## config.mk

```make
export PLATFORM = sky130hd
export DESIGN_NAME = peripheral_frame_decoder
export DESIGN_NICKNAME = d
export VERILOG_FILES = /design/src/design/frame_decoder_pkg.sv /design/src/design/peripheral_frame_decoder.sv
export SDC_FILE = /design/constraint.sdc
export NUM_CORES = 1
export LEC_CHECK = 0
export BUFFER_PORTS_ARGS = -buffer_cell sky130_fd_sc_hd__buf_4
export CELL_PAD_IN_SITES_DETAIL_PLACEMENT = 0
export CELL_PAD_IN_SITES_GLOBAL_PLACEMENT = 1
export CORE_ASPECT_RATIO = 2
export CORE_UTILIZATION = 31
export DETAILED_ROUTE_END_ITERATION = 7
export HOLD_SLACK_MARGIN = 0.03
export PLACE_DENSITY_LB_ADDON = 0.12
export SLEW_MARGIN = 20
export SYNTH_ARGS = -nofsm -noshare
export SYNTH_HDL_FRONTEND = slang
export SYNTH_SLANG_ARGS = --single-unit
```

## constraint.sdc

```tcl
create_clock -name clk_i -period 1.2 [get_ports clk_i]
set_input_delay 0.12 -clock clk_i [delete_from_list [all_inputs] [get_ports clk_i]]
set_output_delay 0.12 -clock clk_i [all_outputs]
set_load 0.02 [all_outputs]
```

## src/design/frame_decoder_pkg.sv

```systemverilog
// Address map, window bounds and bus widths for the peripheral frame decoder
package frame_decoder_pkg;
  localparam int ADDR_W = 22;
  localparam int DATA_W = 32;
  localparam int HALF_W = 16;
  // Frame zero windows (16-bit word addresses)
  localparam logic [21:0] EMU_LO = 22'h000880;
  localparam logic [21:0] EMU_HI = 22'h0009FF;
  localparam logic [21:0] FLASH_LO = 22'h000A80;
  localparam logic [21:0] FLASH_HI = 22'h000ADF;
  localparam logic [21:0] SECURE_LO = 22'h000AE0;
  localparam logic [21:0] SECURE_HI = 22'h000AEF;
  localparam logic [21:0] CONV_LO = 22'h000B00;
  localparam logic [21:0] CONV_HI = 22'h000B1F;
  localparam logic [21:0] EXTIF_LO = 22'h000B20;
  localparam logic [21:0] EXTIF_HI = 22'h000B3F;
  localparam logic [21:0] TIMER_LO = 22'h000C00;
  localparam logic [21:0] TIMER_HI = 22'h000C3F;
  localparam logic [21:0] IRQCTL_LO = 22'h000CE0;
  localparam logic [21:0] IRQCTL_HI = 22'h000CFF;
  localparam logic [21:0] VECTOR_LO = 22'h000D00;
  localparam logic [21:0] VECTOR_HI = 22'h000DFF;
  localparam logic [21:0] DMAREG_LO = 22'h001000;
  localparam logic [21:0] DMAREG_HI = 22'h0011FF;
  // Frame one windows
  localparam logic [21:0] CANA_LO = 22'h006000;
  localparam logic [21:0] CANB_HI = 22'h0063FF;
  localparam logic [21:0] PWM_BASE = 22'h006800;
  localparam logic [21:0] PWM_SPAN = 22'h000040;
  localparam int PWM_COUNT = 6;
  localparam logic [21:0] CAP_LO = 22'h006A00;
  localparam logic [21:0] CAP_HI = 22'h006ABF;
  localparam logic [21:0] QEP_LO = 22'h006B00;
  localparam logic [21:0] QEP_HI = 22'h006B7F;
  localparam logic [21:0] GPIO_LO = 22'h006F80;
  localparam logic [21:0] GPIO_HI = 22'h006FFF;
  // Frame two windows
  localparam logic [21:0] SYS_LO = 22'h007010;
  localparam logic [21:0] SYS_HI = 22'h00702F;
  localparam logic [21:0] SPI_LO = 22'h007040;
  localparam logic [21:0] SCIA_HI = 22'h00705F;
  localparam logic [21:0] XINT_LO = 22'h007070;
  localparam logic [21:0] XINT_HI = 22'h00707F;
  localparam logic [21:0] ADC_LO = 22'h007100;
  localparam logic [21:0] ADC_HI = 22'h00711F;
  localparam logic [21:0] SCIB_LO = 22'h007750;
  localparam logic [21:0] SCIB_HI = 22'h00775F;
  localparam logic [21:0] SCIC_LO = 22'h007770;
  localparam logic [21:0] SCIC_HI = 22'h00777F;
  localparam logic [21:0] I2C_LO = 22'h007900;
  localparam logic [21:0] I2C_HI = 22'h00793F;
  // Frame three windows
  localparam logic [21:0] SER_LO = 22'h005000;
  localparam logic [21:0] SER_HI = 22'h00507F;
  typedef enum logic [2:0] {
    FRAME_NONE,
    FRAME_ZERO,
    FRAME_ONE,
    FRAME_TWO,
    FRAME_THREE
  } frame_e;
endpackage

```

## src/design/peripheral_frame_decoder.sv

```systemverilog
// Peripheral frame decoder with write-protection gate
// What this block does
// Splits peripheral space into four frames, each routed to its own segment.
// Frame zero windows go straight to the processor memory bus port.
// Frame one accesses leave on a 32-bit peripheral bus.
// Frame two accesses leave on a 16-bit peripheral bus.
// Frame three is a 32-bit bus reachable by DMA and processor.
// Frame zero accepts 16-bit and 32-bit processor accesses.
// Writes to protected windows are dropped until the unlock instruction runs.
// The relock instruction restores write blocking on protected windows.
// Emulation, security and vector table windows are write-protected.
// Duplicate converter window is read-only, zero-wait, unprotected.
// Flash control window also blocked while the security module is locked.
// Frame one decodes six consecutive 64-word modulator windows.
// Interrupt expansion control registers are writable without unlock.
// Unmapped addresses select nothing; writes there have no effect.
`timescale 1ns/10ps
module peripheral_frame_decoder
  import frame_decoder_pkg::*;
(
  // Clock and reset
  input wire logic clk_i,
  input wire logic rst_n_i,
  // Processor access
  input wire logic cpu_req_i,
  input wire logic cpu_we_i,
  input wire logic cpu_wide_i,
  input wire logic [ADDR_W-1:0] cpu_addr_i,
  input wire logic [DATA_W-1:0] cpu_wdata_i,
  // DMA access, frame three only
  input wire logic dma_req_i,
  input wire logic dma_we_i,
  input wire logic [ADDR_W-1:0] dma_addr_i,
  input wire logic [DATA_W-1:0] dma_wdata_i,
  // Protection control
  input wire logic protect_unlock_instruction_i,
  input wire logic protect_relock_instruction_i,
  input wire logic code_security_module_locked_i,
  // Frame zero memory bus
  output logic f0_sel_o,
  output logic f0_we_o,
  output logic f0_wide_o,
  output logic f0_zero_wait_o,
  output logic [ADDR_W-1:0] f0_addr_o,
  output logic [DATA_W-1:0] f0_wdata_o,
  // Frame one 32-bit bus
  output logic f1_sel_o,
  output logic f1_we_o,
  output logic [PWM_COUNT-1:0] f1_pwm_sel_o,
  output logic [ADDR_W-1:0] f1_addr_o,
  output logic [DATA_W-1:0] f1_wdata_o,
  // Frame two 16-bit bus
  output logic f2_sel_o,
  output logic f2_we_o,
  output logic [ADDR_W-1:0] f2_addr_o,
  output logic [HALF_W-1:0] f2_wdata_o,
  // Frame three 32-bit DMA-capable bus
  output logic f3_sel_o,
  output logic f3_we_o,
  output logic f3_from_dma_o,
  output logic [ADDR_W-1:0] f3_addr_o,
  output logic [DATA_W-1:0] f3_wdata_o,
  // Status
  output logic unlocked_o,
  output logic blocked_o
);

  // ==========================================================
  // Address decode
  function automatic logic in_win(logic [ADDR_W-1:0] a, logic [ADDR_W-1:0] lo,
                                  logic [ADDR_W-1:0] hi);
    in_win = (a >= lo) && (a <= hi);
  endfunction

  frame_e cpu_frame;
  logic hit_flash, hit_conv, hit_prot, hit_irqctl;
  logic [PWM_COUNT-1:0] pwm_hit;
  logic dma_f3;

  // modulator windows
  for (genvar g = 0; g < PWM_COUNT; g++) begin : g_pwm
    localparam logic [ADDR_W-1:0] LO = PWM_BASE + ADDR_W'(g) * PWM_SPAN;
    assign pwm_hit[g] = in_win(cpu_addr_i, LO, LO + PWM_SPAN - 22'h000001);
  end

  assign hit_flash = in_win(cpu_addr_i, FLASH_LO, FLASH_HI);
  assign hit_conv = in_win(cpu_addr_i, CONV_LO, CONV_HI);
  assign hit_irqctl = in_win(cpu_addr_i, IRQCTL_LO, IRQCTL_HI);
  // protected windows
  assign hit_prot = in_win(cpu_addr_i, EMU_LO, EMU_HI) || hit_flash
                 || in_win(cpu_addr_i, SECURE_LO, SECURE_HI)
                 || in_win(cpu_addr_i, VECTOR_LO, VECTOR_HI)
                 || in_win(cpu_addr_i, DMAREG_LO, DMAREG_HI);
  assign dma_f3 = dma_req_i && in_win(dma_addr_i, SER_LO, SER_HI);

  // Frame zero first, so a protected window can never leak to another frame
  // frame selection
  always_comb begin
    if (hit_prot || hit_conv || hit_irqctl
        || in_win(cpu_addr_i, EXTIF_LO, EXTIF_HI)
        || in_win(cpu_addr_i, TIMER_LO, TIMER_HI)) begin
      cpu_frame = FRAME_ZERO;
    end else if (in_win(cpu_addr_i, CANA_LO, CANB_HI) || (|pwm_hit)
        || in_win(cpu_addr_i, CAP_LO, CAP_HI) || in_win(cpu_addr_i, QEP_LO, QEP_HI)
        || in_win(cpu_addr_i, GPIO_LO, GPIO_HI)) begin
      cpu_frame = FRAME_ONE;
    end else if (in_win(cpu_addr_i, SYS_LO, SYS_HI)
        || in_win(cpu_addr_i, SPI_LO, SCIA_HI) || in_win(cpu_addr_i, XINT_LO, XINT_HI)
        || in_win(cpu_addr_i, ADC_LO, ADC_HI) || in_win(cpu_addr_i, SCIB_LO, SCIB_HI)
        || in_win(cpu_addr_i, SCIC_LO, SCIC_HI) || in_win(cpu_addr_i, I2C_LO, I2C_HI)) begin
      cpu_frame = FRAME_TWO;
    end else if (in_win(cpu_addr_i, SER_LO, SER_HI)) begin
      cpu_frame = FRAME_THREE;
    end else begin
      // unmapped
      cpu_frame = FRAME_NONE;
    end
  end

  // ==========================================================
  // Write-protection gate
  logic unlocked_q;
  logic wr_block;

  // unlock opens, R8: relock closes; relock wins if both fire
  always_ff @(posedge clk_i or negedge rst_n_i) begin
    if (!rst_n_i) begin
      unlocked_q <= 1'b0;
    end else if (protect_relock_instruction_i) begin
      unlocked_q <= 1'b0;
    end else if (protect_unlock_instruction_i) begin
      unlocked_q <= 1'b1;
    end
  end

  // drop protected writes while locked
  // flash also needs the security module unlocked
  // converter copy never takes writes
  // interrupt control is outside hit_prot, so never gated
  assign wr_block = cpu_we_i && ((hit_prot && !unlocked_q)
                  || (hit_flash && code_security_module_locked_i) || hit_conv);

  // ==========================================================
  // Registered segment outputs
  logic cpu_go;
  assign cpu_go = cpu_req_i && !(cpu_we_i && wr_block);

  // frame zero on the memory bus; R6: width passes through
  always_ff @(posedge clk_i or negedge rst_n_i) begin
    if (!rst_n_i) begin
      f0_sel_o <= 1'b0;
      f0_we_o <= 1'b0;
      f0_wide_o <= 1'b0;
      f0_zero_wait_o <= 1'b0;
      f0_addr_o <= '0;
      f0_wdata_o <= '0;
    end else begin
      f0_sel_o <= cpu_go && (cpu_frame == FRAME_ZERO);
      f0_we_o <= cpu_we_i && !wr_block;
      f0_wide_o <= cpu_wide_i;
      // zero-wait flag for converter copy
      f0_zero_wait_o <= cpu_req_i && hit_conv;
      f0_addr_o <= cpu_addr_i;
      f0_wdata_o <= cpu_wdata_i;
    end
  end

  // frame one 32-bit segment
  always_ff @(posedge clk_i or negedge rst_n_i) begin
    if (!rst_n_i) begin
      f1_sel_o <= 1'b0;
      f1_we_o <= 1'b0;
      f1_pwm_sel_o <= '0;
      f1_addr_o <= '0;
      f1_wdata_o <= '0;
    end else begin
      f1_sel_o <= cpu_go && (cpu_frame == FRAME_ONE);
      f1_we_o <= cpu_we_i;
      f1_pwm_sel_o <= (cpu_req_i && cpu_frame == FRAME_ONE) ? pwm_hit : '0;
      f1_addr_o <= cpu_addr_i;
      f1_wdata_o <= cpu_wdata_i;
    end
  end

  // frame two carries the low half-word only
  always_ff @(posedge clk_i or negedge rst_n_i) begin
    if (!rst_n_i) begin
      f2_sel_o <= 1'b0;
      f2_we_o <= 1'b0;
      f2_addr_o <= '0;
      f2_wdata_o <= '0;
    end else begin
      f2_sel_o <= cpu_go && (cpu_frame == FRAME_TWO);
      f2_we_o <= cpu_we_i;
      f2_addr_o <= cpu_addr_i;
      f2_wdata_o <= cpu_wdata_i[HALF_W-1:0];
    end
  end

  // No queue: a DMA request that loses the cycle must be retried
  // frame three, processor first, DMA when processor is elsewhere
  always_ff @(posedge clk_i or negedge rst_n_i) begin
    if (!rst_n_i) begin
      f3_sel_o <= 1'b0;
      f3_we_o <= 1'b0;
      f3_from_dma_o <= 1'b0;
      f3_addr_o <= '0;
      f3_wdata_o <= '0;
    end else if (cpu_req_i && cpu_frame == FRAME_THREE) begin
      f3_sel_o <= 1'b1;
      f3_we_o <= cpu_we_i;
      f3_from_dma_o <= 1'b0;
      f3_addr_o <= cpu_addr_i;
      f3_wdata_o <= cpu_wdata_i;
    end else begin
      f3_sel_o <= dma_f3;
      f3_we_o <= dma_we_i;
      f3_from_dma_o <= dma_f3;
      f3_addr_o <= dma_addr_i;
      f3_wdata_o <= dma_wdata_i;
    end
  end

  // Status pulse so software can spot a dropped write
  always_ff @(posedge clk_i or negedge rst_n_i) begin
    if (!rst_n_i) begin
      blocked_o <= 1'b0;
    end else begin
      blocked_o <= cpu_req_i && wr_block;
    end
  end
  assign unlocked_o = unlocked_q;

  // ==========================================================
  // Assertions
  // Implication checks look one edge after their trigger; chk_pwm_onehot and chk_one_frame check every edge
  chk_locked_drop: assert property (@(posedge clk_i) disable iff (!rst_n_i)
    cpu_req_i && cpu_we_i && hit_prot && !unlocked_q |=> !f0_sel_o && blocked_o)
    else $error("protected write passed while locked");
  chk_relock_closes: assert property (@(posedge clk_i) disable iff (!rst_n_i)
    protect_relock_instruction_i |=> !unlocked_o)
    else $error("relock did not close gate");
  chk_unlock_opens: assert property (@(posedge clk_i) disable iff (!rst_n_i)
    protect_unlock_instruction_i && !protect_relock_instruction_i |=> unlocked_o)
    else $error("unlock did not open gate");
  chk_vector_prot: assert property (@(posedge clk_i) disable iff (!rst_n_i)
    cpu_req_i && cpu_we_i && in_win(cpu_addr_i, VECTOR_LO, VECTOR_HI) && unlocked_q
    |=> f0_sel_o && f0_we_o)
    else $error("unlocked vector write lost");
  chk_conv_ro: assert property (@(posedge clk_i) disable iff (!rst_n_i)
    cpu_req_i && hit_conv |=> f0_zero_wait_o && !(f0_sel_o && f0_we_o))
    else $error("converter copy write or wait wrong");
  chk_flash_csm: assert property (@(posedge clk_i) disable iff (!rst_n_i)
    cpu_req_i && cpu_we_i && hit_flash && code_security_module_locked_i |=> !f0_sel_o)
    else $error("flash write passed while secure locked");
  chk_pwm_onehot: assert property (@(posedge clk_i) disable iff (!rst_n_i)
    $onehot0(f1_pwm_sel_o) && (!(|f1_pwm_sel_o) || f1_sel_o))
    else $error("modulator select not one-hot");
  chk_irqctl_free: assert property (@(posedge clk_i) disable iff (!rst_n_i)
    cpu_req_i && cpu_we_i && hit_irqctl && !unlocked_q |=> f0_sel_o && f0_we_o)
    else $error("interrupt control write blocked");
  chk_unmapped_none: assert property (@(posedge clk_i) disable iff (!rst_n_i)
    cpu_req_i && cpu_frame == FRAME_NONE && !dma_f3
    |=> !(f0_sel_o || f1_sel_o || f2_sel_o || f3_sel_o))
    else $error("unmapped address selected a frame");
  chk_one_frame: assert property (@(posedge clk_i) disable iff (!rst_n_i)
    $onehot0({f0_sel_o, f1_sel_o, f2_sel_o}))
    else $error("more than one processor frame selected");
  chk_f2_width: assert property (@(posedge clk_i) disable iff (!rst_n_i)
    cpu_req_i && cpu_frame == FRAME_TWO
    |=> f2_sel_o && f2_wdata_o == $past(cpu_wdata_i[HALF_W-1:0]))
    else $error("frame two data wrong");
  chk_dma_f3: assert property (@(posedge clk_i) disable iff (!rst_n_i)
    dma_f3 && !(cpu_req_i && cpu_frame == FRAME_THREE) |=> f3_sel_o && f3_from_dma_o)
    else $error("DMA frame three access lost");
  chk_f3_cpu_first: assert property (@(posedge clk_i) disable iff (!rst_n_i)
    cpu_req_i && cpu_frame == FRAME_THREE |=> f3_sel_o && !f3_from_dma_o)
    else $error("processor lost frame three to DMA");
  chk_f1_data: assert property (@(posedge clk_i) disable iff (!rst_n_i)
    cpu_req_i && cpu_frame == FRAME_ONE |=> f1_sel_o && f1_wdata_o == $past(cpu_wdata_i))
    else $error("frame one data wrong");
  chk_f0_width: assert property (@(posedge clk_i) disable iff (!rst_n_i)
    cpu_req_i && !cpu_we_i && cpu_frame == FRAME_ZERO
    |=> f0_sel_o && f0_wide_o == $past(cpu_wide_i))
    else $error("frame zero read or width lost");
  chk_flash_open: assert property (@(posedge clk_i) disable iff (!rst_n_i)
    cpu_req_i && cpu_we_i && hit_flash && unlocked_q && !code_security_module_locked_i
    |=> f0_sel_o && f0_we_o)
    else $error("flash write lost with both gates open");
  chk_f0_direct: assert property (@(posedge clk_i) disable iff (!rst_n_i)
    cpu_req_i |=> f0_addr_o == $past(cpu_addr_i) && f0_wdata_o == $past(cpu_wdata_i))
    else $error("frame zero address or data not passed");
  chk_read_free: assert property (@(posedge clk_i) disable iff (!rst_n_i)
    cpu_req_i && !cpu_we_i |=> !blocked_o)
    else $error("read was refused");

  // ==========================================================
  // Cover points
  cov_unlock_write: cover property (@(posedge clk_i) disable iff (!rst_n_i)
    unlocked_q && cpu_req_i && cpu_we_i && hit_prot);
  cov_blocked: cover property (@(posedge clk_i) disable iff (!rst_n_i) blocked_o);
  cov_pwm_last: cover property (@(posedge clk_i) disable iff (!rst_n_i) f1_pwm_sel_o[5]);
  cov_dma: cover property (@(posedge clk_i) disable iff (!rst_n_i) f3_from_dma_o);
  cov_relock_tie: cover property (@(posedge clk_i) disable iff (!rst_n_i)
    protect_unlock_instruction_i && protect_relock_instruction_i);

endmodule // peripheral_frame_decoder

```

==> impl_metrics.env, run 1 <==
export IMPL_status="finished with violations"
export IMPL_failed_checks="hold timing, setup timing"
export IMPL_max_freq_mhz=766.9
export IMPL_power_leakage_nw=4.827
export IMPL_path_clk_slew_ns=0.06
export IMPL_setup_tns_final_ns=-3.692
export IMPL_finalNetCount=932
export IMPL_cts_tree="yes"
export IMPL_drtIter0Drc=84
export IMPL_cts_hold_buf=112
export IMPL_slew_viol_final=0
export IMPL_area_growth_pct=90.12
export IMPL_synth_edff_count=0
export IMPL_final_util_pct=60.36
export IMPL_cts_sinks=126
export IMPL_hold_end="f2_addr_o[19]"
export IMPL_dpl_hpwl_um=13390
export IMPL_firstDrtPassIters=4
export IMPL_insertion_delay_ns=0.41
export IMPL_grt_max_degree=53
export IMPL_wl_per_cell_um=18.20
export IMPL_p_total_mw=12.29
export IMPL_yosys_area_top_type="dfrtp_1"
export IMPL_worst_r2r_setup_slack_ns=0.14
export IMPL_cp_max_fo=7
export IMPL_yosys_warnings=0
export IMPL_grt_antenna_before_repair=0
export IMPL_grt_setup_unrepaired="yes"
export IMPL_grt_overflow_total=0
export IMPL_drv_cap=0
export IMPL_hold_depth=1
export IMPL_diodes=0
export IMPL_synth_area_leaders="dfrtp_1 61%, buf_4 14%, mux2_4 5.8%, mux2_2 3.5%, nor2b_1 1.7%"
export IMPL_yosysSeqAreaShare_pct=61.05
export IMPL_fin_ws_ns=-0.1039
export IMPL_die_y_um=184.5
export IMPL_syn_nets=506
export IMPL_core_area_um2=16270
export IMPL_hold_path_startpoint="cpu_addr_i[19]"
export IMPL_final_area_um2=9819
export IMPL_ys_top_cells_by_count="126 x dfrtp_1, 95 x buf_4, 20 x mux2_4"
export IMPL_cellPowerDensity_nw_per_um2=1251
export IMPL_synth_most_common_cell="dfrtp_1"
export IMPL_synth_top_area_share_pct=61.05
export IMPL_cp_start_kind="input port"
export IMPL_cts_path_max_buffers=2
export IMPL_vias=4532
export IMPL_r2r_end="f0_sel_o"
export IMPL_end_kind="register"
export IMPL_reg2reg_from="unlocked_o"
export IMPL_hp_class="input port to register"
export IMPL_grt_pass1_wl_um=27230
export IMPL_cts_buffers_inserted=17
export IMPL_synth_cell_type_count=44
export IMPL_vias_per_cell=4.396
export IMPL_clockRootBuffer="clkbuf_16"
export IMPL_io_buffers=336
export IMPL_fp_row_count=66
export IMPL_ant_nets=0
export IMPL_reg2reg_depth=3
export IMPL_fin_skew_ns=0.0007397
export IMPL_period_share_pct=108.7
export IMPL_die_w_um=93.27
export IMPL_avgSynthCellArea_um2=13.31
export IMPL_syn_inst=388
export IMPL_slew_headroom_pct=75.40
export IMPL_peakVddDrop_mv=1.000
export IMPL_arrival_ns=1.61
export IMPL_ioPinCount=337
export IMPL_h_tree_depth=4
export IMPL_drive_above_1_share_pct=60.46
export IMPL_wl_um=18760
export IMPL_stdcell_count=1031
export IMPL_worst_slew_pin_slew_ns=0.3597
export IMPL_start_util_pct=31.75
export IMPL_numPlacedInstances=867
export IMPL_dieArea_um2=17210
export IMPL_post_place_ws_ns=-0.5981
export IMPL_gp_congestion=0.8613
export IMPL_syn_cell_area_um2=5165
export IMPL_placed_area_um2=7582
export IMPL_drc_errors=0
export IMPL_synth_seq_cells=126
export IMPL_setup_viol=47
export IMPL_required_ns=1.50
export IMPL_grt_pass1_vias=4858
export IMPL_period_needed_ns=1.304
export IMPL_worst_hold_slack_ns=-0.1799
export IMPL_ys_flop_type="dfrtp_1"
export IMPL_finalHoldViolCount=1
export IMPL_synthArstFlopShare_pct=100.0
export IMPL_path_class="input port to register"
export IMPL_gr_usage_all_layers_pct=21.85
state kept, by name (all words and copies together), names as in the netlist, 6 cells and up:
register      count
f3_addr_o        22
f1_pwm_sel_o      6
f3_wdata_o       32
f1_wdata_o       17
f2_wdata_o       15
f2_addr_o        22
where the power goes:
part | switching (mW) | internal [mW]
logic | 1.05 | 1.16
clock network | 2.00 | 3.52
registers | 0.118 | 4.44
kinds of logic (layout without fill, tap and decap cells):
| family | count (synthesis) | in the layout | share of synthesized area (%) |
|---|---|---|---|
| flip-flops | 126 | 126 | 61.05 |
| buffers and inverters | 113 | 552 | 16.13 |
| AND/OR/NAND/NOR | 83 | 83 | 9.181 |
| multiplexers | 40 | 40 | 10.17 |
| AO/OA/AOI/OAI | 26 | 26 | 3.464 |
how the worst max path moves through the flow:
stage | endpoint | cells past startpoint | from
CTS | f3_wdata_o[8] | 9 | cpu_addr_i[21]
global route | f3_wdata_o[21] | 9 | cpu_addr_i[15]
detailed placement | f3_wdata_o[13] | 7 | cpu_addr_i[15]
floorplan | f3_addr_o[2] | 8 | cpu_addr_i[10]
global placement | f3_we_o | 7 | cpu_addr_i[15]
finish | f3_wdata_o[8] | 9 | cpu_addr_i[15]
layout make-up:
cell class / instances / area (um^2)
flip-flops and latches: 126 / 3153
clock buffers: 18 / 429.2
well taps: 204 / 255.2
clock inverters: 14 / 205.2
fillers: 1359 / 6449
multi-input cells: 149 / 1380
repair buffers: 514 / 4374
inverters: 6 / 22.52
placed cells by master (no fill, tap or decap), types with 2 or more instances in the layout:
master	instances
nor3_1	4
dfrtp_1	126
clkinvlp_4	2
buf_16	5
nor4b_4	2
or2_2	2
o2111ai_2	2
inv_1	5
nor2_1	18
a21oi_1	6
nand2_2	2
and3_1	3
inv_6	5
clkbuf_16	17
dlygate4sd3_1	111
nor3_2	2
nand4_1	4
nand3_1	5
a31oi_1	3
buf_6	6
buf_4	383
nor2b_1	14
o21ai_0	4
nand4b_1	2
nor4_1	4
nand2b_1	2
nand2_1	7
buf_8	2
mux2_4	40
buf_12	6
bufinv_16	4
clkinv_4	3
per-layer routing:
layer	track usage, %	routed length [um]
met5	0	0
met1	20.12	5792
met4	9.415	597
met3	4.909	1056
met2	43.88	11310
what timing repair did:
action                                  CTS  global route
cloned                                    6             0
setup buffers                            14             1
gates resized for setup                  35            17
hold endpoints to repair                241             1
endpoints found under the setup margin   47            56
pin swaps                                 3             6
critical path: stages:
cell     delay, ns
buf_8         0.10
nor4_4        0.28
and2_4        0.23
nand2_4       0.06
nor2_4        0.12
buf_6         0.11
buf_6         0.12
buf_12        0.14
mux2_4        0.30
Note: power is estimated with default switching activity, not from simulation.
==> run 2, diff against run 1 <==
Settings changed: PLACE_DENSITY_LB_ADDON 0.12 to 0.1.
==> impl_metrics.env, run 2 (synthesis results as in run 1) <==
export IMPL_gr_usage_all_layers_pct=20.81
export IMPL_gp_congestion=0.8850
export IMPL_clockRootBuffer="clkbuf_16"
export IMPL_dieArea_um2=17210
export IMPL_insertion_delay_ns=0.41
export IMPL_cp_common_cell="buf_6"
export IMPL_grt_antenna_before_repair=0
export IMPL_end_kind="register"
export IMPL_period_share_pct=104.9
export IMPL_reg_top3="f3_wdata_o (32), f2_addr_o (22), f3_addr_o (22)"
export IMPL_ant_nets=0
export IMPL_worst_hold_slack_ns=0.05594
export IMPL_cts_tree="yes"
export IMPL_vias=4492
export IMPL_ioPinCount=337
export IMPL_area_growth_pct=85.78
export IMPL_slew_headroom_pct=74.84
export IMPL_nFillCells=1363
export IMPL_required_ns=1.50
export IMPL_period_needed_ns=1.259
export IMPL_cp_start_kind="input port"
export IMPL_fin_ws_ns=-0.05935
export IMPL_dpl_hpwl_um=13470
export IMPL_drtIter0Drc=73
export IMPL_hp_class="input port to register"
export IMPL_largest_register_ffs=32
export IMPL_cts_path_max_buffers=2
export IMPL_max_flop_register="f3_wdata_o"
export IMPL_vias_per_cell=4.365
export IMPL_cellPowerDensity_nw_per_um2=1258
export IMPL_mostFrequentLayoutCells="384 x buf_4, 125 x dfrtp_1, 114 x dlygate4sd3_1, 31 x mux2_4"
export IMPL_crit_chain="buf_6 > nor4_4 > and2_4 > nand2_4 > nor2_4 > buf_6 > clkbuf_16 > mux2_4"
export IMPL_h_tree_depth=4
export IMPL_grt_pass1_vias=4784
export IMPL_drive_above_1_share_pct=59.15
export IMPL_setup_tns_final_ns=-0.5531
export IMPL_final_util_pct=58.98
export IMPL_die_w_um=93.27
export IMPL_drc_errors=0
export IMPL_cp_max_fo=7
export IMPL_core_area_um2=16270
export IMPL_die_y_um=184.5
export IMPL_fp_row_count=66
export IMPL_io_buffers=336
export IMPL_peakVddDrop_mv=0.9424
export IMPL_firstDrtPassIters=4
export IMPL_grt_overflow_total=0
export IMPL_cpMaxStageDelayCell="nor4_4"
export IMPL_slew_viol_final=0
export IMPL_status="finished with violations"
export IMPL_failed_checks="setup timing"
export IMPL_max_freq_mhz=794.1
export IMPL_slowest_delay_ns=0.29
export IMPL_fin_skew_ns=0.0002725
export IMPL_path_class="input port to register"
export IMPL_finalHoldViolCount=0
export IMPL_wl_per_cell_um=17.76
export IMPL_cts_sinks=126
export IMPL_p_total_mw=12.07
export IMPL_register_area_um2=3154
export IMPL_path_clk_slew_ns=0.06
export IMPL_worst_slew_pin_slew_ns=0.3679
export IMPL_grt_setup_unrepaired="yes"
export IMPL_setup_viol=18
export IMPL_cts_buffers_inserted=17
export IMPL_power_leakage_nw=4.721
export IMPL_layout_cells_most_common="buf_4"
export IMPL_drv_cap=0
export IMPL_finalNetCount=930
export IMPL_wl_um=18280
export IMPL_diodes=0
export IMPL_grt_pass1_wl_um=25920
export IMPL_start_util_pct=31.75
export IMPL_multi_input_area_um2=1289
export IMPL_arrival_ns=1.56
export IMPL_grt_max_degree=30
## run 2: changes by cell type in the layout (fill, tap and decap cells not counted), moves of 3 or more
| cell | previous run | this run |
|---|---|---|
| buf_16 | 5 | 1 |
| clkinv_2 | 0 | 3 |
| dlygate4sd3_1 | 111 | 114 |
| inv_6 | 5 | 2 |
| mux2_2 | 0 | 9 |
| mux2_4 | 40 | 31 |
## run 2: area by class of cell
type	instances	area share, %
clock buffers	19	4.720
clock inverters	13	1.695
well taps	204	2.660
repair buffers	512	44.39
flip-flops and latches	126	32.87
inverters	6	0.2347
multi-input cells	149	13.43
## run 2: path summary, 6_finish.rpt
check / slack [ns] / startpoint / cells after the start / end
worst max-delay path: -0.06 / cpu_addr_i[15] / 8 / f3_wdata_o[26]
worst min-delay path: 0.06 / cpu_addr_i[6] / 3 / f1_pwm_sel_o[0]
worst max register to register: 0.21 / unlocked_o / 3 / f0_sel_o
worst min register to register: 0.55 / unlocked_o / 2 / unlocked_o
max in group asynchronous: 0.51 / rst_n_i / 3 / f2_addr_o[9]
min in group asynchronous: 0.16 / rst_n_i / 2 / f2_wdata_o[11]
## run 2: where the power goes
part / switching [mW] / internal, mW / total (mW)
Combinational: 1.04 / 1.17 / 2.21
Sequential: 0.114 / 4.45 / 4.56
Clock: 1.92 / 3.38 / 5.31
## run 2: metrics by stage
| stage | setup WS, ns | cell area (um^2) | instances |
|---|---|---|---|
| 2_1_floorplan | -0.3376 | 5218 | 388 |
| 3_3_place_gp | -0.5921 | 7659 | 876 |
| 3_5_place_dp | -0.6220 | 7659 | 876 |
| 4_1_cts | -0.03978 | 9597 | 1030 |
| 5_1_grt | -0.09125 | 9595 | 1029 |
| 6_report | -0.05935 | 9595 | 1029 |
## run 2: routing by layer
metal  global-route usage, %  wire length, um  share of wire [%]
met3                   4.868              950                5.2
met1                   19.10             5922                 32
met5                       0                0                  0
met4                   9.415              542                3.0
met2                   41.50            10860                 59
## run 2: worst max-delay path, delay by kind of cell
family	cells	cell delay, ns
muxes	1	0.29
and+or+nand+nor	4	0.72
buffers and inverters	3	0.41
## run 2: timing repair
| action | CTS | global route |
|---|---|---|
| buffers inserted | 6 | 0 |
| pin swaps | 2 | 1 |
| hold buffers | 114 | 0 |
| gates cloned | 2 | 1 |
| endpoints found under the hold margin | 243 | 0 |
| endpoints found under the setup margin | 48 | 51 |
| gates resized for setup | 23 | 6 |
